### src/aes_pkg.sv
package aes_pkg;
	// Shared protocol codes for input_protocol_sel
	localparam logic [1:0]  PROT_00       = 2'h0;
	localparam logic [1:0]  PROT_01       = 2'h1;
	localparam logic [1:0]  PROT_10       = 2'h2;
	localparam logic [1:0]  PROT_11       = 2'h3;
	localparam logic [1:0]  OUT_SEL_SPI   = 2'h0;
	localparam logic [4:0]  CMD_WR        = 5'h01;
	localparam logic [4:0]  CMD_RD        = 5'h02;
	localparam logic [10:0] ADDR_IN_CTRL  = 11'h008;
	localparam logic [10:0] ADDR_OUT_CTRL = 11'h00C;
	localparam logic [7:0]  IN_CTRL_RST   = 8'h00;
	localparam logic [7:0]  OUT_CTRL_RST  = 8'h00;
	localparam int          LANE_BIT_POS  = 2;
	localparam logic [4:0]  REG_FRAME_BITS  = 5'h18;
	localparam logic [4:0]  CONV_FRAME_BITS = 5'h10;
	localparam int          CLK_PERIOD_NS = 100;
	localparam int          SCLK_HALF_NS  = 1200;
	localparam int          SCLK_HALF_CYC = SCLK_HALF_NS / CLK_PERIOD_NS;
	localparam int          FIFO_DEPTH    = 4;
	localparam int          CONV_WIDTH    = 16;
endpackage

### src/aes_link_if.sv
interface aes_link_if;
	logic cs_n;     // Chip select, low in frame
	logic sclk;     // Serial clock from host
	logic serial_data_in;      // serial_data_in
	logic sdo0;     // data_out_lane0
	logic sdo1;     // data_out_lane1 / sequence_status_pin
	logic sdo1_oe;  // Device drives lane 1
	logic ready;    // Ready or re-timed clock

	modport dev (
		input  cs_n, sclk, serial_data_in,
		output sdo0, sdo1, sdo1_oe, ready
	);
	modport hst (
		output cs_n, sclk, serial_data_in,
		input  sdo0, sdo1, sdo1_oe, ready
	);
endinterface

### src/aes_fifo.sv
module aes_fifo #(
	parameter int W = 16,
	parameter int D = 4
) (
	input  wire logic         i_clk,     // Clock
	input  wire logic         i_rst_n,   // Async reset, low
	input  wire logic         i_valid,   // Write valid
	output logic              o_ready,   // Not full
	input  wire logic [W-1:0] i_data,    // Write data
	output logic              o_valid,   // Not empty
	input  wire logic         i_ready,   // Read accept
	output logic [W-1:0]      o_data     // Head word
);
	localparam int AW = (D > 1) ? $clog2(D) : 1;

	generate
		if (D < 2 || (D & (D - 1)) != 0) begin : g_chk
			$error("aes_fifo depth must be a power of two >= 2");
		end
	endgenerate

	logic [W-1:0] mem [D];
	logic [AW-1:0] wp_q, wp_d, rp_q, rp_d;
	logic [AW:0]   n_q, n_d;
	logic          push, pop;

	assign o_ready = (n_q != (AW+1)'(D));
	assign o_valid = (n_q != '0);
	assign push    = i_valid & o_ready;
	assign pop     = o_valid & i_ready;
	assign o_data  = mem[rp_q];

	always_comb begin
		wp_d = push ? wp_q + 1'b1 : wp_q;
		rp_d = pop ? rp_q + 1'b1 : rp_q;
		n_d  = n_q + (AW+1)'(push) - (AW+1)'(pop);
	end

	always_ff @(posedge i_clk or negedge i_rst_n) begin
		if (!i_rst_n) begin
			wp_q <= '0;
			rp_q <= '0;
			n_q  <= '0;
		end else begin
			wp_q <= wp_d;
			rp_q <= rp_d;
			n_q  <= n_d;
		end
	end

	// Storage needs no reset; empty flag guards it
	always_ff @(posedge i_clk) begin
		if (push) begin
			mem[wp_q] <= i_data;
		end
	end
endmodule // aes_fifo

### src/aes_dev.sv
// Contract
// RL1: Four clock protocols, codes 00h to 03h
// RL2: MSB launch point depends on protocol code
// RL3: Reset selects polarity-low, rising-capture protocol
// RL4: Host changes protocol using default first
// RL5: One protocol setting for reads and writes
// RL6: Register access needs 24 clocks per frame
// RL7: Conversion read needs at least 16 clocks
// RL8: Ready held low through SPI frames
// RL9: Lane-width bit enables second output lane
// RL10: Dual lane drives two bits per edge
// RL11: Re-timer mode outputs clock on ready
// RL12: Re-timer mode honours the lane-width bit
// RL13: Dual lane keeps same per-edge timing
// RL14: Write frame decoded at chip-select rise
// RL15: Read returns register in next frame
// RL16: Output words shift most significant first
module aes_dev #(
	parameter int DEPTH = aes_pkg::FIFO_DEPTH
) (
	input  wire logic        i_clk,        // 10 MHz clock
	input  wire logic        i_rst_n,      // Async reset, low
	aes_link_if.dev          link,         // Serial pins
	input  wire logic        i_conv_valid, // Conversion word valid
	output logic             o_conv_ready, // FIFO can take word
	input  wire logic [15:0] i_conv_data,  // Conversion word
	output logic             o_wr_valid,   // Other-register write
	output logic [10:0]      o_wr_addr,    // Write address
	output logic [7:0]       o_wr_data,    // Write data
	output logic [10:0]      o_rd_addr,    // Pending read address
	input  wire logic [7:0]  i_rd_data     // Other-register data
);
	// Pin synchroniser: {cs_n, sclk, sdi}
	logic [2:0] s1_q, s2_q, s3_q, f_q, f_d;
	logic [1:0] prev_q;

	always_ff @(posedge i_clk or negedge i_rst_n) begin
		if (!i_rst_n) begin
			// Idle pin levels, so no false edge follows reset
			s1_q   <= 3'h4;
			s2_q   <= 3'h4;
			s3_q   <= 3'h4;
			f_q    <= 3'h4;
			prev_q <= 2'h2;
		end else begin
			s1_q   <= {link.cs_n, link.sclk, link.serial_data_in};
			s2_q   <= s1_q;
			s3_q   <= s2_q;
			f_q    <= f_d;
			prev_q <= f_q[2:1];
		end
	end

	// A change counts once stages two and three agree
	genvar g;
	generate
		for (g = 0; g < 3; g++) begin : g_filt
			always_comb begin
				f_d[g] = (s2_q[g] == s3_q[g]) ? s3_q[g] : f_q[g];
			end
		end
	endgenerate

	logic f_cs_n, f_sclk, f_sdi;
	logic cs_fall, cs_rise, sck_rise, sck_fall;
	assign f_cs_n   = f_q[2];
	assign f_sclk   = f_q[1];
	assign f_sdi    = f_q[0];
	assign cs_fall  = prev_q[1] & ~f_cs_n;
	assign cs_rise  = ~prev_q[1] & f_cs_n;
	assign sck_rise = ~f_cs_n & ~prev_q[0] & f_sclk;
	assign sck_fall = ~f_cs_n & prev_q[0] & ~f_sclk;

	logic [1:0]  prot_q, prot_d;
	logic [7:0]  octl_q, octl_d;
	logic [23:0] rx_q, rx_d;
	logic [4:0]  cnt_q, cnt_d;
	logic [15:0] tx_q, tx_d;
	logic        sdo0_q, sdo0_d, sdo1_q, sdo1_d;
	logic        rdp_q, rdp_d, rdy_q, rdy_d;
	logic [10:0] rda_q, rda_d;
	logic        wrv_q, wrv_d;
	logic [10:0] wra_q, wra_d;
	logic [7:0]  wrd_q, wrd_d;

	logic        cpha, cap_rise, cap_edge, launch_edge, dual, retime;
	logic        fifo_valid, fifo_pop;
	logic [15:0] fifo_data;
	logic [7:0]  reg_rdata;

	// Single protocol field serves both directions
	assign cpha     = prot_q[0];                              // [RL1] [RL5]
	assign cap_rise = (prot_q == aes_pkg::PROT_00)
	                | (prot_q == aes_pkg::PROT_11);           // [RL1]
	assign cap_edge    = cap_rise ? sck_rise : sck_fall;
	assign launch_edge = cap_rise ? sck_fall : sck_rise;
	assign dual   = octl_q[aes_pkg::LANE_BIT_POS];            // [RL9] [RL12]
	assign retime = (octl_q[1:0] != aes_pkg::OUT_SEL_SPI);

	always_comb begin
		unique case (rda_q)
			aes_pkg::ADDR_IN_CTRL:  reg_rdata = {6'h00, prot_q};
			aes_pkg::ADDR_OUT_CTRL: reg_rdata = octl_q;
			default:                reg_rdata = i_rd_data;
		endcase
	end

	always_comb begin
		logic [15:0] w;
		w        = 16'h0000;
		prot_d   = prot_q;
		octl_d   = octl_q;
		rx_d     = rx_q;
		cnt_d    = cnt_q;
		tx_d     = tx_q;
		sdo0_d   = sdo0_q;
		sdo1_d   = sdo1_q;
		rdp_d    = rdp_q;
		rda_d    = rda_q;
		rdy_d    = rdy_q;
		wrv_d    = 1'b0;
		wra_d    = wra_q;
		wrd_d    = wrd_q;
		fifo_pop = 1'b0;
		if (cs_fall) begin
			cnt_d = 5'h00;
			if (rdp_q) begin
				w     = {reg_rdata, 8'h00};                   // [RL15]
				rdp_d = 1'b0;
			end else if (fifo_valid) begin
				w        = fifo_data;
				fifo_pop = 1'b1;
			end
			tx_d   = w;
			sdo0_d = 1'b0;
			sdo1_d = 1'b0;
			// Phase 0 puts MSB out at select fall
			if (!cpha) begin                                  // [RL2]
				if (dual) begin                               // [RL10]
					sdo1_d = w[15];
					sdo0_d = w[14];
					tx_d   = {w[13:0], 2'h0};
				end else begin
					sdo0_d = w[15];
					tx_d   = {w[14:0], 1'b0};                 // [RL16]
				end
			end
		end else if (launch_edge) begin
			// Same edge timing for one or two lanes
			if (dual) begin                                   // [RL10] [RL13]
				sdo1_d = tx_q[15];
				sdo0_d = tx_q[14];
				tx_d   = {tx_q[13:0], 2'h0};
			end else begin
				sdo0_d = tx_q[15];
				tx_d   = {tx_q[14:0], 1'b0};                  // [RL16]
			end
		end
		if (cap_edge) begin
			rx_d = {rx_q[22:0], f_sdi};
			if (cnt_q != 5'h1F) begin
				cnt_d = cnt_q + 5'h01;
			end
		end
		// Short frames are dropped, never half-decoded
		if (cs_rise && cnt_q == aes_pkg::REG_FRAME_BITS) begin   // [RL6]
			if (rx_q[23:19] == aes_pkg::CMD_WR) begin          // [RL14]
				unique case (rx_q[18:8])
					aes_pkg::ADDR_IN_CTRL:  prot_d = rx_q[1:0];
					aes_pkg::ADDR_OUT_CTRL: octl_d = rx_q[7:0];
					default: begin
						wrv_d = 1'b1;
						wra_d = rx_q[18:8];
						wrd_d = rx_q[7:0];
					end
				endcase
			end else if (rx_q[23:19] == aes_pkg::CMD_RD) begin // [RL15]
				rdp_d = 1'b1;
				rda_d = rx_q[18:8];
			end
		end
		// Ready: in SPI mode data flag between frames, low inside; in re-timer mode low between frames, clock inside
		if (!f_cs_n) begin
			if (!retime) begin
				rdy_d = 1'b0;                                 // [RL8]
			end else begin
				// Tracks the clock that data is launched on
				rdy_d = f_sclk;                               // [RL11]
			end
		end else begin
			rdy_d = retime ? 1'b0 : fifo_valid;
		end
	end

	always_ff @(posedge i_clk or negedge i_rst_n) begin
		if (!i_rst_n) begin
			prot_q <= aes_pkg::PROT_00;                       // [RL3]
			octl_q <= aes_pkg::OUT_CTRL_RST;
			rx_q   <= 24'h000000;
			cnt_q  <= 5'h00;
			tx_q   <= 16'h0000;
			sdo0_q <= 1'b0;
			sdo1_q <= 1'b0;
			rdp_q  <= 1'b0;
			rda_q  <= 11'h000;
			rdy_q  <= 1'b0;
			wrv_q  <= 1'b0;
			wra_q  <= 11'h000;
			wrd_q  <= 8'h00;
		end else begin
			prot_q <= prot_d;
			octl_q <= octl_d;
			rx_q   <= rx_d;
			cnt_q  <= cnt_d;
			tx_q   <= tx_d;
			sdo0_q <= sdo0_d;
			sdo1_q <= sdo1_d;
			rdp_q  <= rdp_d;
			rda_q  <= rda_d;
			rdy_q  <= rdy_d;
			wrv_q  <= wrv_d;
			wra_q  <= wra_d;
			wrd_q  <= wrd_d;
		end
	end

	aes_fifo #(
		.W (16),
		.D (DEPTH)
	) i_aes_fifo (
		.i_clk   (i_clk),
		.i_rst_n (i_rst_n),
		.i_valid (i_conv_valid),
		.o_ready (o_conv_ready),
		.i_data  (i_conv_data),
		.o_valid (fifo_valid),
		.i_ready (fifo_pop),
		.o_data  (fifo_data)
	);

	assign link.sdo0    = sdo0_q;
	assign link.sdo1    = sdo1_q;
	assign link.sdo1_oe = dual;                               // [RL9]
	assign link.ready   = rdy_q;
	assign o_wr_valid   = wrv_q;
	assign o_wr_addr    = wra_q;
	assign o_wr_data    = wrd_q;
	assign o_rd_addr    = rda_q;
endmodule // aes_dev

### src/flat_wrapper.sv
// flat-port wrapper written by rule: the top's interface ports become plain ports
module aes_dev_flat 
#(
	parameter int DEPTH = aes_pkg::FIFO_DEPTH
)
  (i_clk, i_rst_n, i_conv_valid, o_conv_ready, i_conv_data, o_wr_valid, o_wr_addr, o_wr_data, o_rd_addr, i_rd_data, link_cs_n, link_sclk, link_serial_data_in, link_sdo0, link_sdo1, link_sdo1_oe, link_ready);
  aes_link_if link_i ();
  input  wire logic i_clk;
  input  wire logic i_rst_n;
  input  wire logic i_conv_valid;
  output logic o_conv_ready;
  input  wire logic [15:0] i_conv_data;
  output logic o_wr_valid;
  output logic [10:0] o_wr_addr;
  output logic [7:0] o_wr_data;
  output logic [10:0] o_rd_addr;
  input  wire logic [7:0] i_rd_data;
  input wire logic [$bits(link_i.cs_n)-1:0] link_cs_n;
  input wire logic [$bits(link_i.sclk)-1:0] link_sclk;
  input wire logic [$bits(link_i.serial_data_in)-1:0] link_serial_data_in;
  output wire logic [$bits(link_i.sdo0)-1:0] link_sdo0;
  output wire logic [$bits(link_i.sdo1)-1:0] link_sdo1;
  output wire logic [$bits(link_i.sdo1_oe)-1:0] link_sdo1_oe;
  output wire logic [$bits(link_i.ready)-1:0] link_ready;
  assign link_i.cs_n = link_cs_n;
  assign link_i.sclk = link_sclk;
  assign link_i.serial_data_in = link_serial_data_in;
  assign link_sdo0 = link_i.sdo0;
  assign link_sdo1 = link_i.sdo1;
  assign link_sdo1_oe = link_i.sdo1_oe;
  assign link_ready = link_i.ready;
  aes_dev #(.DEPTH(DEPTH)) u_core (.i_clk(i_clk), .i_rst_n(i_rst_n), .link(link_i), .i_conv_valid(i_conv_valid), .o_conv_ready(o_conv_ready), .i_conv_data(i_conv_data), .o_wr_valid(o_wr_valid), .o_wr_addr(o_wr_addr), .o_wr_data(o_wr_data), .o_rd_addr(o_rd_addr), .i_rd_data(i_rd_data));
endmodule
### config.mk
export PLATFORM = sky130hd
export DESIGN_NAME = aes_dev_flat
export DESIGN_NICKNAME = d
export VERILOG_FILES = /design/src/aes_pkg.sv /design/src/aes_link_if.sv /design/src/aes_fifo.sv /design/src/aes_dev.sv /design/src/flat_wrapper.sv
export SDC_FILE = /design/constraint.sdc
export NUM_CORES = 1
export LEC_CHECK = 0
export ABC_AREA = 1
export ABC_CLOCK_PERIOD_IN_PS = 3560
export BUFFER_PORTS_ARGS = -buffer_cell sky130_fd_sc_hd__buf_2
export CAP_MARGIN = 20
export CORE_UTILIZATION = 35
export CTS_CLUSTER_DIAMETER = 40
export DETAILED_ROUTE_END_ITERATION = 16
export PLACE_DENSITY_LB_ADDON = 0.12
export SYNTH_ARGS = -nofsm -noshare
export SYNTH_HDL_FRONTEND = slang
export SYNTH_HIERARCHICAL = 1
export SYNTH_SLANG_ARGS = --single-unit
### constraint.sdc
create_clock -name i_clk -period 3.56 [get_ports i_clk]
set_clock_uncertainty 0.2 [all_clocks]
set_input_delay 0.356 -clock i_clk [delete_from_list [all_inputs] [get_ports i_clk]]
set_output_delay 0.356 -clock i_clk [all_outputs]
set_load 0.1 [all_outputs]
# Yosys cells after proc, flatten, opt, wreduce, memory -nomap -nowiden
# Memories as Yosys holds them, arrays and structs flattened.
# Index checks and enable logic that the tools add are counted.
[word_totals] mem_bits_rw=64 ff_bits=111 mem_count=1
[memory_table] name="u_core.i_aes_fifo.mem" depth=4 width=16 read_ports=1 rd_ports_with_merged_regs=0 write_ports=1 line_no="aes_fifo.sv:22" text="logic [W-1:0] mem [D];"
[classes] n_bitwise=15 eq_ne=13 reduce_logical=12 n_addsub=5 n_mux=38
[op_table] operator="16-bit two-way mux" count=7
[op_table] operator="11-bit by 4-bit == test with 1-bit output (second input constant)" count=4
[op_table] operator="1-bit two-way mux" count=27
[op_table] operator="8-bit one-hot mux with 2 select lines" count=1
[op_table] operator="5-bit two-way mux" count=3
[op_table] operator="3-bit AND reduction" count=4
[op_table] operator="1-bit AND" count=8
[op_table] operator="1-bit NOT" count=6
[op_table] operator="2-bit nonzero test" count=3
[op_table] operator="5-bit by 1-bit adder with 5-bit output (second input constant)" count=1
[op_table] operator="5-bit by 1-bit == test with 1-bit output (second input constant)" count=1
[op_table] operator="5-bit by 2-bit == test with 1-bit output (second input constant)" count=1
[op_table] operator="5-bit == test (second input constant)" count=1
[op_table] operator="5-bit inequality test (second input constant)" count=1
[op_table] operator="2-bit by 1-bit adder with 2-bit output (second input constant)" count=2
[op_table] operator="3-bit by 1-bit adder with 3-bit output" count=1
[op_table] operator="1-bit == test" count=3
[op_table] operator="3-bit inequality test (second input constant)" count=1
[op_table] operator="3-bit nonzero test" count=1
[op_table] operator="3-bit by 1-bit subtractor with 3-bit output" count=1
[op_table] operator="2-bit == test (second input constant)" count=1
[op_table] operator="2-bit logical NOT" count=1
[op_table] operator="2-bit AND reduction" count=1
[op_table] operator="2-bit OR reduction" count=1
[op_table] operator="other kinds (2)" count=2

# Longest topological paths before layout
# Gate-level depths: netlist of the first run.
[logic_depth] ltp_word=6 depth_mapped=14 depth_no_buf=14

# By module
# Netlist of the first run, hierarchy kept.
[modules_own_cells] mod="aes_dev" seq_area_each_um2=2608.8 area_per_inst_um2=4828.4 n_inst=1 cells_per_inst=596
[modules_own_cells] mod="aes_fifo" seq_area_each_um2=2097.0 area_per_inst_um2=2985.4 n_inst=1 cells_per_inst=261

# Worst setup path after synthesis of the first run
# OpenSTA, ideal clock, no wires.
[synth_path] path_kind="register -> register" startpoint="reg u_core.i_aes_fifo.n_q[1]" endpoint="reg u_core.i_aes_fifo.n_q[2]" setup_time_ps=117 t_required_ps=3243 synth_period_minus_slack_ps=2761 setup_slack_ps=799 stages_incl_launch_ff=11 t_arrival_ps=2444 path_cell_list="dfrtp_1 > nor2_1 > nand2_1 > nand2_4 > ha_1 > inv_1 > ha_1 > inv_1 > fa_1 > nand3_1 > nand2_1"
[synth_via] elab_cells_between_ends=9 cone_classes="add/sub (2); eq/ne (1); mux (3); bitwise (2); reduce/logical (1)"
[synth_lines] item="from (decl)" line_no="aes_fifo.sv:24" text="logic [AW:0] n_q, n_d;"
[synth_lines] item="from (signal assigned)" line_no="aes_fifo.sv:47" text="n_q <= n_d;"
[synth_lines] item="3-bit inequality test" line_no="aes_fifo.sv:27" text="assign o_ready = (n_q != (AW+1)'(D));"
[synth_lines] item="net o_conv_ready" line_no="flat_wrapper.sv:11" text="output logic o_conv_ready;"
[synth_lines] item="1-bit AND" line_no="aes_fifo.sv:29" text="assign push = i_valid & o_ready;"
[synth_lines] item="3-bit by 1-bit adder with 3-bit output" line_no="aes_fifo.sv:36" text="n_d = n_q + (AW+1)'(push) - (AW+1)'(pop);"
[synth_lines] item="3-bit by 1-bit subtractor with 3-bit output" line_no="aes_fifo.sv:36"
[synth_lines] item="net u_core.i_aes_fifo.n_d[2]" line_no="aes_fifo.sv:24"
# The timed path passes the listed nets, and every way through them passes these cells.
# A chain may end at the register's enable or synchronous reset.

# Final worst setup path of the first run
[layout_path] startpoint="reg u_core.i_aes_fifo.n_q[1]" endpoint="reg u_core.i_aes_fifo.n_q[2]"
[layout_via] elab_chain_len=6 elab_cells_between_ends=9 cone_classes="add/sub (2); eq/ne (1); mux (3); bitwise (2); reduce/logical (1)"
[layout_lines] item="3-bit nonzero test" line_no="aes_fifo.sv:28" text="assign o_valid = (n_q != '0);"
[layout_lines] item="net u_core.fifo_valid" line_no="aes_dev.sv:87" text="logic fifo_valid, fifo_pop;"
[layout_lines] item="1-bit two-way mux" line_no="aes_dev.sv:130" text="end else if (fifo_valid) begin"
[layout_lines] item="1-bit two-way mux" line_no="aes_dev.sv:127" text="if (rdp_q) begin"
[layout_lines] item="1-bit two-way mux" line_no="aes_dev.sv:125" text="if (cs_fall) begin"
[layout_lines] item="net u_core.fifo_pop" line_no="aes_dev.sv:87"
[layout_lines] item="1-bit AND" line_no="aes_fifo.sv:30" text="assign pop = o_valid & i_ready;"
[layout_lines] item="net u_core.i_aes_fifo.pop" line_no="aes_fifo.sv:25" text="logic push, pop;"
[layout_lines] item="3-bit by 1-bit subtractor with 3-bit output" line_no="aes_fifo.sv:36"
[layout_lines] item="net u_core.i_aes_fifo.n_d[2]" line_no="aes_fifo.sv:24"
# The timed path passes the listed nets, and every way through them passes these cells.

==> results of run 1 <==
[critical path, cell delays in order, from the launching register on]
cell,delay (ns)
sky130_fd_sc_hd__dfrtp_1,0.42
sky130_fd_sc_hd__nor2_1,0.09
sky130_fd_sc_hd__nand2_1,0.25
sky130_fd_sc_hd__inv_1,0.09
sky130_fd_sc_hd__nor3_1,0.39
sky130_fd_sc_hd__nand2_1,0.13
sky130_fd_sc_hd__inv_1,0.08
sky130_fd_sc_hd__ha_1,0.22
sky130_fd_sc_hd__inv_1,0.06
sky130_fd_sc_hd__ha_1,0.13
sky130_fd_sc_hd__inv_1,0.05
sky130_fd_sc_hd__fa_1,0.40
sky130_fd_sc_hd__nand3_1,0.09
sky130_fd_sc_hd__nand2_1,0.05
[stage by stage]
step,area (µm²),hold WS (ns),cells,setup slack [ns],power [mW]
final,9180,0.01415,1232,0.7980,6.118
after CTS,9180,0.002085,1232,0.7740,6.203
after global routing,9180,0.03372,1232,0.5524,6.549
after floorplan,7814,-0.1396,857,0.7995,3.910
after detailed placement,8403,0.1347,1180,0.8054,4.348
after global placement,8403,0.1358,1180,0.8875,4.340
[power groups by stage]
| stage | Sequential [mW] | Clock, mW | Combinational, mW |
|---|---|---|---|
| final | 2.61 | 1.82 | 1.68 |
| after global routing | 2.65 | 1.96 | 1.94 |
| after CTS | 2.62 | 1.87 | 1.71 |
| after detailed placement | 2.66 | 0 | 1.69 |
| after global placement | 2.65 | 0 | 1.69 |
| after floorplan | 2.71 | 0 | 1.20 |
[sequential cells by signal, summed over array words and instances (netlist names), 3 cells and up]
signal                 flops
u_core/i_aes_fifo/mem     64
u_core/octl_q              8
u_core/cnt_q               5
u_core/s2_q                3
u_core/i_aes_fifo/n_q      3
u_core/rx_q               24
u_core/o_rd_addr          11
u_core/s3_q                3
u_core/f_q                 3
u_core/tx_q               16
u_core/s1_q                3
u_core/o_wr_data           8
u_core/o_wr_addr          11
[cells in the final DEF, fill, tap and decap left out, drive strengths merged, types with 3 or more instances in the layout]
cell / netlist / final
nand2: 270 / 270
o21ai: 139 / 139
dfrtp: 106 / 106
inv: 86 / 94
buf: 24 / 79
nor2: 69 / 69
edfxtp: 64 / 64
nand3: 34 / 34
dlygate4sd3: 0 / 20
clkbuf: 12 / 17
a21oi: 11 / 11
ha: 9 / 9
dfstp: 5 / 5
nor3: 5 / 5
clkinv: 0 / 5
maj3: 3 / 3
[layer usage]
| metal | global-route usage (%) | part of all wire, % | vias up |
|---|---|---|---|
| met5 | 0 | 0 | - |
| met2 | 25.09 | 46 | 107 |
| met3 | 3.163 | 4.1 | 13 |
| met1 | 23.26 | 50 | 2665 |
| li1 | - | - | 2947 |
| met4 | 4.350 | 0.76 | 0 |
[logic make-up (layout without fill, tap and decap cells)]
family | count (synthesis) | after routing | synth area share (%)
fa+ha+maj | 13 | 13 | 2.082
buf+inv | 122 | 217 | 6.773
simple gates | 383 | 383 | 19.55
flops | 175 | 175 | 60.22
compound gates | 161 | 161 | 10.90
xor+xnor | 1 | 1 | 0.2082
mux | 2 | 2 | 0.2562
[area by class of cell]
type / instances / area, µm²
Fill cell: 2162 / 12640
Sequential cell: 175 / 4706
Multi-Input combinational cell: 560 / 2579
Timing Repair Buffer: 99 / 645.6
Clock buffer: 17 / 425.4
Tap cell: 280 / 350.3
Inverter: 86 / 322.8
Clock inverter: 15 / 151.4
[worst max-delay path by stage]
stage / startpoint / to / slack, ns
after floorplan: u_core/i_aes_fifo/n_q[1] / u_core/i_aes_fifo/n_q[2] / 0.80
after global placement: u_core/i_aes_fifo/n_q[1] / u_core/i_aes_fifo/n_q[2] / 0.89
after detailed placement: u_core/i_aes_fifo/n_q[1] / u_core/i_aes_fifo/n_q[2] / 0.81
after CTS: u_core/i_aes_fifo/n_q[1] / u_core/i_aes_fifo/n_q[2] / 0.77
after global routing: u_core/i_aes_fifo/n_q[1] / u_core/i_aes_fifo/n_q[2] / 0.55
final: u_core/i_aes_fifo/n_q[1] / u_core/i_aes_fifo/n_q[2] / 0.80
[timing repair]
item / 4_1_cts / 5_1_grt
hold endpoints to repair: 118 / 0
hold buffers: 20 / 0
setup endpoints to repair: 0 / 0
==> results.md, run 1 <==
- The run finished with clean final reports.
- After detailed routing, the number of vias per cell comes to 4.653.
- Static timing analysis puts the maximum clock frequency at 362.1 MHz.
- The number of hold violations in the final report came to 0.
- In this run the remaining antenna-violating nets after routing total 0.
- The area growth from synthesis to layout is 17.49%.
- The via count of the first global-routing pass is 5163.
- The net switching component of the power is 2.240 mW.
- The startpoint of the lowest-slack register-to-register path is u_core/i_aes_fifo/n_q[1].
- The count of unique library cells instantiated by Yosys is 40.
- In the final layout, the share of cells above drive strength 1 is 13.45%.
- The mean instance size in the synthesized netlist is 9.118 µm².
- The data required time at the worst endpoint is 3.68 ns.
- The die boundary height is roughly 150 µm.
- The violation count after the first detailed-routing iteration is 374.
- The cell area that synthesis handed to floorplanning was 0.007814 mm².
- Summed over all cells, the static leakage comes to 4.193 nW.
- In this run, post-CTS repair resized a total of 0 instances.
- The worst flop-to-flop path endpoint is u_core/i_aes_fifo/n_q[2].
- The headroom to the max-slew limit is between 50% and 60%.
- The tool flagged a number of max-cap violations equal to 0.
- In the finished design, the share of the clock period the worst path needs comes to 77.59%.
- The slack of the worst reg-to-reg path is 0.80 ns.
- sky130_fd_sc_hd__nand2_1 is the most common cell in the netlist.
- The H-tree level count is 4.
- The number of warnings reported in the yosys synthesis log is 6.
- For the pin with the worst max-slew slack, the measured transition is between 0.7 and 0.8 ns.
- Dividing total power by cell area gives a power density of about 670 mW/mm².
- IR analysis of the VDD net gives a maximum drop of ~360 µV.
- The cell count after synthesis came out at 857.
- The diode insertion count for antenna repair is 0.
- The synthesized design spends more area on one cell type than any other, namely sky130_fd_sc_hd__dfrtp_1.
- The cell internal power dissipation is 3.878 mW.
- The worst setup path is launched from a flip-flop.
- The worst reg2reg path depth is 13.
- The accumulated negative setup slack is 0 ns.
- The starting density of the core is approximately 36%.
- The type of the tightest min-delay check is input port to flip-flop.
- TritonCTS built the clock tree.
- Routability-driven placement finished with a final weighted congestion of ~0.79.
- The maximum fanout count along the critical path is 11.
- The final count of pins violating max slew is 0.
- The startpoint-to-endpoint class of the critical path is flip-flop to flip-flop.
- The share of power burned in registers is about 43%.
- The area share of the leading cell type in the synthesized netlist is 33.95%.
- The total I/O pin count is 66.
- The share of total power in combinational logic is about 28%.
- The floorplan step set the die width to between 150 and 200 µm.
- Once layout is complete, the utilization of the core stands at 42.07%.
- By area the synthesized netlist is led by sky130_fd_sc_hd__dfrtp_1, sky130_fd_sc_hd__edfxtp_1, sky130_fd_sc_hd__nand2_1, sky130_fd_sc_hd__o21ai_0, sky130_fd_sc_hd__inv_1.
- Yosys mapped a number of flops with a built-in enable equal to 64.
- The clock insertion delay at the later pin of the skew report is 0.43 ns.
- CTS saw 175 sinks.
- The floorplan step defined a die boundary enclosing 0.02293 mm².
- The path with the worst hold slack has its endpoint at u_core/i_aes_fifo/wp_q[1].
- Setup repair after global routing left no endpoint under its margin.
- The first-pass iteration count of the detailed router is 5.
- Sorting the synthesized cells by how often they occur yields sky130_fd_sc_hd__nand2_1, sky130_fd_sc_hd__dfrtp_1, sky130_fd_sc_hd__o21ai_0.
- The arrival time of the worst setup path is a little under 3 ns.
- The net count of the mapped netlist is 897.
- The net count of the finished layout is 979.
- For this run, the total global-route usage over all layers was measured as 16.28%.
- Net switching is 36.61% of the power.
- The minimum period implied by the final worst setup slack is 2.762 ns.
- The post-DP HPWL is around 12000 µm.
- After clock tree synthesis, the clock-pin slew on the worst setup and hold paths is 0.07 ns.
- The worst hold path depth is 3.
- The count of buffers added on input and output ports is 65.
- The number of CTS-inserted buffers is 17.
- The buffers inserted during post-CTS setup optimization is 0.
- The wire length after detailed routing is 17430 µm.
- The synthesized design contains 175 register bits.
- Setup violations remaining at the end of the flow were counted as 0.
- For this block, the via count after detailed routing is 5732.
- The first-pass GRT wire length is 28070 µm.
- In this run the core area contains 54 standard-cell rows.
- Of the total power, the clock network draws just under 30%.
- In the final routed layout, each cell accounts on average for 14.15 µm.
- In the synthesized netlist the dominant register cell turns out to be sky130_fd_sc_hd__dfrtp_1.
- In this run the clock root is driven by a sky130_fd_sc_hd__clkbuf_16.
- The core region is 0.02182 mm².
- The total global routing overflow is 0.
- The number of antenna violations at the first check in global routing is 0.
- STA classifies the critical path endpoint as a flip-flop.
- The maximum buffer depth of the clock tree is 2.
- After detailed routing, the number of remaining DRC violations is 0.
- In this run the most critical hold path is launched from i_conv_valid.
- The largest net degree at the start of global routing is 57.
- The sequential area share after synthesis is about three fifths.
- After synthesis, the share of flip-flops with an asynchronous set or reset is between 60% and 70%.
Note: power is estimated with default switching activity, not from simulation.
==> inputs of run 2 (changes only) <==
--- a/config.mk
+++ b/config.mk
@@ -6,7 +6,7 @@
 export NUM_CORES = 1
 export LEC_CHECK = 0
 export ABC_AREA = 1
-export ABC_CLOCK_PERIOD_IN_PS = 3560
+export ABC_CLOCK_PERIOD_IN_PS = 2500
 export BUFFER_PORTS_ARGS = -buffer_cell sky130_fd_sc_hd__buf_2
 export CAP_MARGIN = 20
 export CORE_UTILIZATION = 35
==> constraint.sdc (replaced) <==
create_clock -name i_clk -period 2.5 [get_ports i_clk]
set_clock_uncertainty 0.2 [all_clocks]
set_input_delay 0.25 -clock i_clk [delete_from_list [all_inputs] [get_ports i_clk]]
set_output_delay 0.25 -clock i_clk [all_outputs]
set_load 0.1 [all_outputs]
==> results.md, run 2 (synthesized netlist as in run 1, its figures left out) <==
- The layout overhead on the synthesized area is 18.59%.
- Setup repair after global routing left no endpoint under its margin.
- CTS built an H-tree with a depth of 4.
- The maximum cell stage delay along the critical path is about 0.44 ns.
- The via total after detailed routing is 5794.
- Across the VDD grid, the largest voltage drop is 429.5 µV.
- The number of endpoints failing setup at the final stage is 0.
- The slew of the pin with the lowest slew margin is a little under 0.7 ns.
- The violation count after the first detailed-routing iteration is ~300.
- The count of nets left with antenna violations once routing finished came out at 0.
- For this design the top-level I/O count stands at 66.
- The worst setup path is launched from a flip-flop.
- The total global routing overflow is 0.
- The die boundary height is roughly 150 µm.
- The die is 151.4 µm wide.
- For this design the ratio of total power to cell area is 942.5 mW/mm².
- The diode insertion count for antenna repair is 0.
- After detailed routing, the number of remaining DRC violations is 0.
- The multi-input combinational cells in the finished layout cover a total of 0.002589 mm².
- Buffers inserted during clock tree synthesis total 17.
- After clock tree synthesis, the clock-pin slew on the worst setup and hold paths is roughly 0.07 ns.
- The final count of pins violating max slew is 0.
- The number of flip-flops under the largest register name is 64.
- The timing-limited maximum frequency is roughly 430 MHz.
- The startpoint-to-endpoint class of the critical path is flip-flop to flip-flop.
- The congestion estimate from routability-driven global placement came to 0.7974.
- At the worst endpoint, the arrival time is 2.44 ns.
- The clock drives 175 sinks.
- The leakage power is 4.251 nW.
- The first-pass iteration count of the detailed router is 6.
- The number of antenna violations at the first check in global routing came to 0.
- Summed over all layers, the routed wires come to 17570 µm.
- The headroom to the max-slew limit is 55.00%.
- The largest registers in the layout are u_core/i_aes_fifo/mem (64), u_core/rx_q (24), u_core/tx_q (16).
- The fill cell total of the finished layout is between 2000 and 2500.
- After floorplanning, the core was divided into 54 placement rows.
- After layout, the worst path uses 92.77% of the clock period.
- The die covers 0.02293 mm².
- The flip-flop and latch area is 0.004706 mm².
- The library cell contributing the largest single delay on the critical path is sky130_fd_sc_hd__dfrtp_1.
- The number of vias per cell after detailed routing is approximately 4.7.
- The number of hold violations in the final report is 0.
- The maximum buffer depth of the clock tree is 2.
- The accumulated negative setup slack is 0 ns.
- Across every metal layer, demand over resource in global routing totals 16.73%.
- The data required time at the worst endpoint is around 2.6 ns.
- Once the floorplan was initialized, standard cells occupied a little over a third of the core.
- The path class of the tightest hold or removal check is input port to async pin.
- The cell at the root of the clock tree is sky130_fd_sc_hd__clkbuf_16.
- The largest net degree at the start of global routing is between 40 and 50.
- In this run the tool buffered the top-level ports with 65 buffer cells.
- The share of cells above drive strength 1 is around 15%.
- Walking the worst path, the cells encountered are nor2_2, nand2_1, buf_4, nand2_1, inv_1, ha_1, inv_1, ha_1, inv_1, fa_1, nand3_1, nand2_1.
- The most common library cell in the layout ignoring fill and taps is sky130_fd_sc_hd__nand2_1.
- In the final routed layout, each cell accounts on average for approximately 14 µm.
- The post-DP HPWL is 12110 µm.
- STA classifies the critical path endpoint as a flip-flop.
- The maximum fanout count along the critical path is 10.
- The via count of the first global-routing pass is around 5600.
- The clock reaches the later pin of the worst-skew pair after 0.43 ns.
- The core area is approximately 0.022 mm².
- The library cells used most frequently in the layout, excluding fill and tap cells, are sky130_fd_sc_hd__nand2_1, sky130_fd_sc_hd__dfrtp_1, sky130_fd_sc_hd__o21ai_0.
- Ranked by flip-flop count, first place goes to u_core/i_aes_fifo/mem.
- Across the run, the number of max-cap violations was 0.
- The final layout contains 992 nets.
- The minimum period implied by the final worst setup slack is 2.319 ns.
- TritonCTS built the clock tree.
- The first-pass GRT wire length is 29060 µm.
- The run finished with clean final reports.
- The final core utilization is 42.46%.
- The total power is 8.734 mW.
-- run 2: cell count changes in the layout (fill, tap and decap cells not counted), moves of 2 or more --
cell,before,now
sky130_fd_sc_hd__inv_6,5,2
sky130_fd_sc_hd__inv_4,0,3
sky130_fd_sc_hd__buf_4,14,26
sky130_fd_sc_hd__clkinvlp_4,1,3
sky130_fd_sc_hd__clkinv_8,3,1
-- run 2: layer usage --
metal | vias to the layer above | share of wire (%) | global-route usage, %
met1 | 2682 | 49 | 22.88
met2 | 122 | 46 | 26.44
met4 | 0 | 1.3 | 5.750
li1 | 2975 | - | -
met5 | - | 0 | 0
met3 | 15 | 3.7 | 3.193
-- run 2: path summary, 6_finish.rpt --
path                                          start                        to  slack, ns  cells after the start
min reg2reg                          u_core/s1_q[2]            u_core/s2_q[2]       0.16                      0
max                        u_core/i_aes_fifo/n_q[1]  u_core/i_aes_fifo/n_q[2]       0.18                     12
max reg2reg                u_core/i_aes_fifo/n_q[1]  u_core/i_aes_fifo/n_q[2]       0.18                     12
min                                         i_rst_n           u_core/rx_q[17]       0.15                      2
max in group asynchronous                   i_rst_n          u_core/prev_q[1]       1.24                      3
min in group i_clk                   u_core/s1_q[2]            u_core/s2_q[2]       0.16                      0
-- run 2: critical path, delay by kind of cell, from the launching register on --
kind / cells / cell delay [ns]
fa+ha+maj: 3 / 0.79
buf+inv: 4 / 0.32
flops: 1 / 0.44
simple gates: 5 / 0.46
-- run 2: final cells by class --
cell class	count	area share [%]
clock inverter	14	1.337
tap	280	3.781
clock buffer	18	4.631
sequential	175	50.78
timing repair buffer	112	8.048
inverter	86	3.484
multi-input combinational	560	27.94
-- run 2: timing repair --
item | 4_1_cts | 5_1_grt
endpoints found under the hold margin | 110 | 0
hold buffers | 21 | 0
buffers inserted | 0 | 0
gates resized for setup | 0 | 1
endpoints found under the setup margin | 0 | 1
-- run 2: where the power goes --
| part | switching, mW | leakage (nW) | total, mW | internal, mW |
|---|---|---|---|---|
| clock | 1.21 | 0.270 | 2.52 | 1.31 |
| sequential | 0.221 | 2.05 | 3.70 | 3.48 |
| combinational | 1.74 | 1.93 | 2.51 | 0.767 |
| total | 3.17 | 4.25 | 8.73 | 5.56 |
-- run 2: stage by stage --
step	hold WS, ns	cell area [µm²]	cells	setup slack (ns)
3_3_place_gp	0.09169	8501	1192	0.1580
2_1_floorplan	-0.2456	7821	857	0.03527
6_report	0.1495	9266	1245	0.1809
4_1_cts	0.1588	9264	1245	0.1143
3_5_place_dp	0.08782	8501	1192	0.1231
5_1_grt	0.1641	9266	1245	0.008123
==> inputs of run 3 (changes only) <==
--- a/config.mk
+++ b/config.mk
@@ -15,5 +15,4 @@
 export PLACE_DENSITY_LB_ADDON = 0.12
 export SYNTH_ARGS = -nofsm -noshare
 export SYNTH_HDL_FRONTEND = slang
-export SYNTH_HIERARCHICAL = 1
 export SYNTH_SLANG_ARGS = --single-unit
==> results.md, run 3 <==
- The run finished with clean final reports.
- The register with the most flip-flops in the layout has between 60 and 70 of them.
- Leaving out fill and tap cells, the most frequent cells in the layout are sky130_fd_sc_hd__nand2_1, sky130_fd_sc_hd__dfrtp_1, sky130_fd_sc_hd__inv_1.
- Setup repair after global routing left no endpoint under its margin.
- The slew of the pin with the lowest slew margin is between 0.6 and 0.7 ns.
- The number of stages on the worst setup path is 9.
- The core area is approximately 0.022 mm².
- In this run the remaining antenna-violating nets after routing total 0.
- The critical path is of the flip-flop to flip-flop type.
- The number of placed instances, taps included is 1177.
- For this run, the leading register cell type out of synthesis is sky130_fd_sc_hd__dfrtp_1.
- The clock insertion delay at the later pin of the skew report is between 0.4 and 0.5 ns.
- The area share of the leading cell type in the synthesized netlist is 33.88%.
- The wire length after detailed routing is 18200 µm.
- Yosys mapped a number of flops with a built-in enable equal to 64.
- The most used standard cell by instance count after synthesis is sky130_fd_sc_hd__nand2_1.
- Entering global routing, the biggest net connects 85 pins.
- Of the synthesized area, sequential elements account for between 60 and 70%.
- 66 I/O pins were placed.
- The least setup slack across all paths after layout is 0.1930 ns.
- After the flow finishes, the layout carries non-filler instances totaling about 1200.
- The violation count after the first detailed-routing iteration is between 300 and 400.
- The arrival time of the worst setup path is 2.41 ns.
- The via count of the first global-routing pass is 5506.
- The cell at the root of the clock tree is sky130_fd_sc_hd__clkbuf_16.
- The maximum buffer depth of the clock tree is 2.
- The die footprint is 0.02297 mm².
- sky130_fd_sc_hd__dfrtp_1 takes more of the synthesized area than any other cell.
- u_core.i_aes_fifo.mem holds more flip-flops than any other register.
- The kind of cell with the highest combined delay along the critical path is adder cells.
- For this design, the slowest cell found on the critical path is sky130_fd_sc_hd__dfrtp_1.
- Together, buffers and inverters on the worst path number 2.
- The number of different library cells used by synthesis comes to 41.
- Buffers inserted during clock tree synthesis total 17.
- The type of the tightest min-delay check is input port to async pin.
- In the synthesized netlist, the cells that appear most often are sky130_fd_sc_hd__nand2_1, sky130_fd_sc_hd__dfrtp_1, sky130_fd_sc_hd__inv_1.
- The clock tree synthesis step divided the H-tree into 4 levels.
- Setup violations remaining at the end of the flow were counted as 0.
- Synthesis handed over a netlist of 839 instances.
- The mean instance size in the synthesized netlist is approximately 9.3 µm².
- When the netlist entered floorplanning its net count stood at about 880.
- The clock slew at the register clock pins of the worst setup and hold paths is ~0.08 ns.
- The final count of pins violating max slew was 0.
- The share of cells above drive strength 1 is 16.12%.
- The final period utilization is between 90% and 100%.
- The number of vias per cell after detailed routing is 4.723.
- The first-pass iteration count of the detailed router is 5.
- Summed over all cells, the static leakage comes to 4.365 nW.
- Summing internal, switching and leakage power gives 8.891 mW.
- The row count is 54.
- The die boundary height is 151.6 µm.
- The count of port buffers added during placement is between 60 and 70.
- The mean routed wirelength per cell is 14.81 µm.
- The fill cell total of the finished layout is ~2200.
- Data on the critical path is required at its endpoint by 2.60 ns.
- The CTS tree is yes.
- The slack of the worst reg-to-reg path is a little under 0.2 ns.
- Measured against its own limit, the worst slew margin works out to between 50% and 60%.
- The layout net count is 976.
- Buffers added to address setup during post-CTS repair amount to 0.
- 0 antenna diodes ended up in the layout.
- Leaving out fill and tap cells, the most frequent cell in the layout is sky130_fd_sc_hd__nand2_1.
- The total global routing overflow is 0.
- The worst flop-to-flop path endpoint is u_core.i_aes_fifo.n_q[2].
- Walking the worst path, the cells encountered are nor3_2, nor2_2, inv_1, nor2_1, ha_1, inv_1, ha_1, fa_1, xor2_1.
- For this design the ratio of total power to cell area is 951.2 mW/mm².
- The flip-flop and latch area is 0.004706 mm².
- The post-synthesis sequential element count is between 150 and 200.
- The area occupied by multi-input gates is 0.002569 mm².
- After synthesis, the cell types taking the most area are sky130_fd_sc_hd__dfrtp_1, sky130_fd_sc_hd__edfxtp_1, sky130_fd_sc_hd__nand2_1, sky130_fd_sc_hd__o21ai_0, sky130_fd_sc_hd__inv_1.
- The x dimension of the die is 151.6 µm.
- The overall track demand over capacity in global routing is between 15 and 20%.
- The first global-routing pass estimated 29550 µm of wire.
- The worst setup path is captured at a flip-flop.
- The share of async-settable or async-resettable flops after synthesis is 63.43%.
- The number of hold violations in the final report is 0.
- IR analysis of the VDD net gives a maximum drop of 581.0 µV.
- The timing-limited maximum frequency is 433.5 MHz.
- The area growth from synthesis to layout is 19.37%.
- The startpoint of the lowest-slack register-to-register path is u_core.i_aes_fifo.n_q[2].
- The maximum cell stage delay along the critical path is 0.40 ns.
- The number of antenna violations at the first check in global routing is 0.
- The largest registers in the layout are u_core.i_aes_fifo.mem (64), u_core.rx_q (24), u_core.tx_q (16).
- Across the run, the number of max-cap violations was 0.
- Summed over all nets, the half-perimeter wirelength after detailed placement is between 10000 and 15000 µm.
- After layout, the minimum clock period comes to 2.307 ns.
- Summed over all failing endpoints, the final setup total negative slack is 0 ns.
- Counting cells, the worst reg-to-reg path comes to 9.
- The initial utilization of the core area, before any placement, comes to 35.77%.
- Hold timing on the final database bottoms out at a slack of 0.08382 ns.
- The worst setup timing slack at the placement stage is just over 0.1 ns.
- The number of warnings reported in the yosys synthesis log is 0.
- The number of clock sinks is 175.
- The kind of start point of the critical path is a flip-flop.
- The cell area after synthesis is 0.007830 mm².
- The maximum fanout count along the critical path is 3.
- The routed layout has 5805 vias.
- After detailed routing, the number of remaining DRC violations is 0.
- Routability-driven placement finished with a final weighted congestion of 0.8204.
==> run 3: layout make-up <==
cell class / instances / share of cell area [%]
Sequential cell: 175 / 50.35
Multi-Input combinational cell: 527 / 27.48
Timing Repair Buffer: 111 / 7.871
Clock buffer: 17 / 4.552
Inverter: 104 / 4.203
Tap cell: 280 / 3.748
Clock inverter: 15 / 1.794
==> run 3: worst max path at each step <==
stage / start / endpoint / slack [ns]
floorplan: u_core.prev_q[1] / u_core.i_aes_fifo.n_q[2] / 0.16
CTS: u_core.i_aes_fifo.n_q[2] / u_core.i_aes_fifo.n_q[2] / 0.06
global route: u_core.i_aes_fifo.n_q[2] / u_core.i_aes_fifo.n_q[2] / 0.002
global placement: u_core.i_aes_fifo.n_q[2] / u_core.i_aes_fifo.n_q[2] / 0.19
finish: u_core.i_aes_fifo.n_q[2] / u_core.i_aes_fifo.n_q[2] / 0.19
detailed placement: u_core.i_aes_fifo.n_q[2] / u_core.i_aes_fifo.n_q[2] / 0.10
==> run 3: cells by family (layout without fill, tap and decap cells) <==
kind of cell               after synthesis  after routing  synth area share, %
xor gates and xnor gates                 6              6               0.7670
adders and majority gates               13             13                2.077
muxes                                    2              2               0.2557
DFF                                    175            175                60.10
buffers and inverters                  137            247                7.303
AOI/OAI and AO/OA                      170            170                12.05
and+or+nand+nor                        336            336                17.45
==> run 3: timing repair <==
| action | in CTS | in global routing |
|---|---|---|
| setup endpoints to repair | 0 | 1 |
| hold endpoints to repair | 94 | 0 |
| hold buffers | 20 | 0 |
| gates resized for setup | 0 | 1 |
==> run 3: power by group <==
| group | internal [mW] | switching (mW) | leakage [nW] |
|---|---|---|---|
| Clock | 1.43 | 1.26 | 0.286 |
| Sequential | 3.49 | 0.254 | 2.02 |
| Combinational | 0.767 | 1.68 | 2.05 |
| Total | 5.69 | 3.20 | 4.36 |
==> run 3: per-stage QoR <==
stage               utilization (%)  cell area (µm²)
finish                        42.70             9346
global route                  42.70             9346
CTS                           42.67             9341
detailed placement            39.05             8548
global placement              39.05             8548
floorplan                         -             7838
==> run 3: per-layer routing <==
layer	global-route usage, %	share of wire (%)	up-vias
li1	-	-	2943
met1	24.35	50	2731
met2	26.03	46	124
met3	3.204	3.4	7
met4	3.861	0.64	0
met5	0	0	-
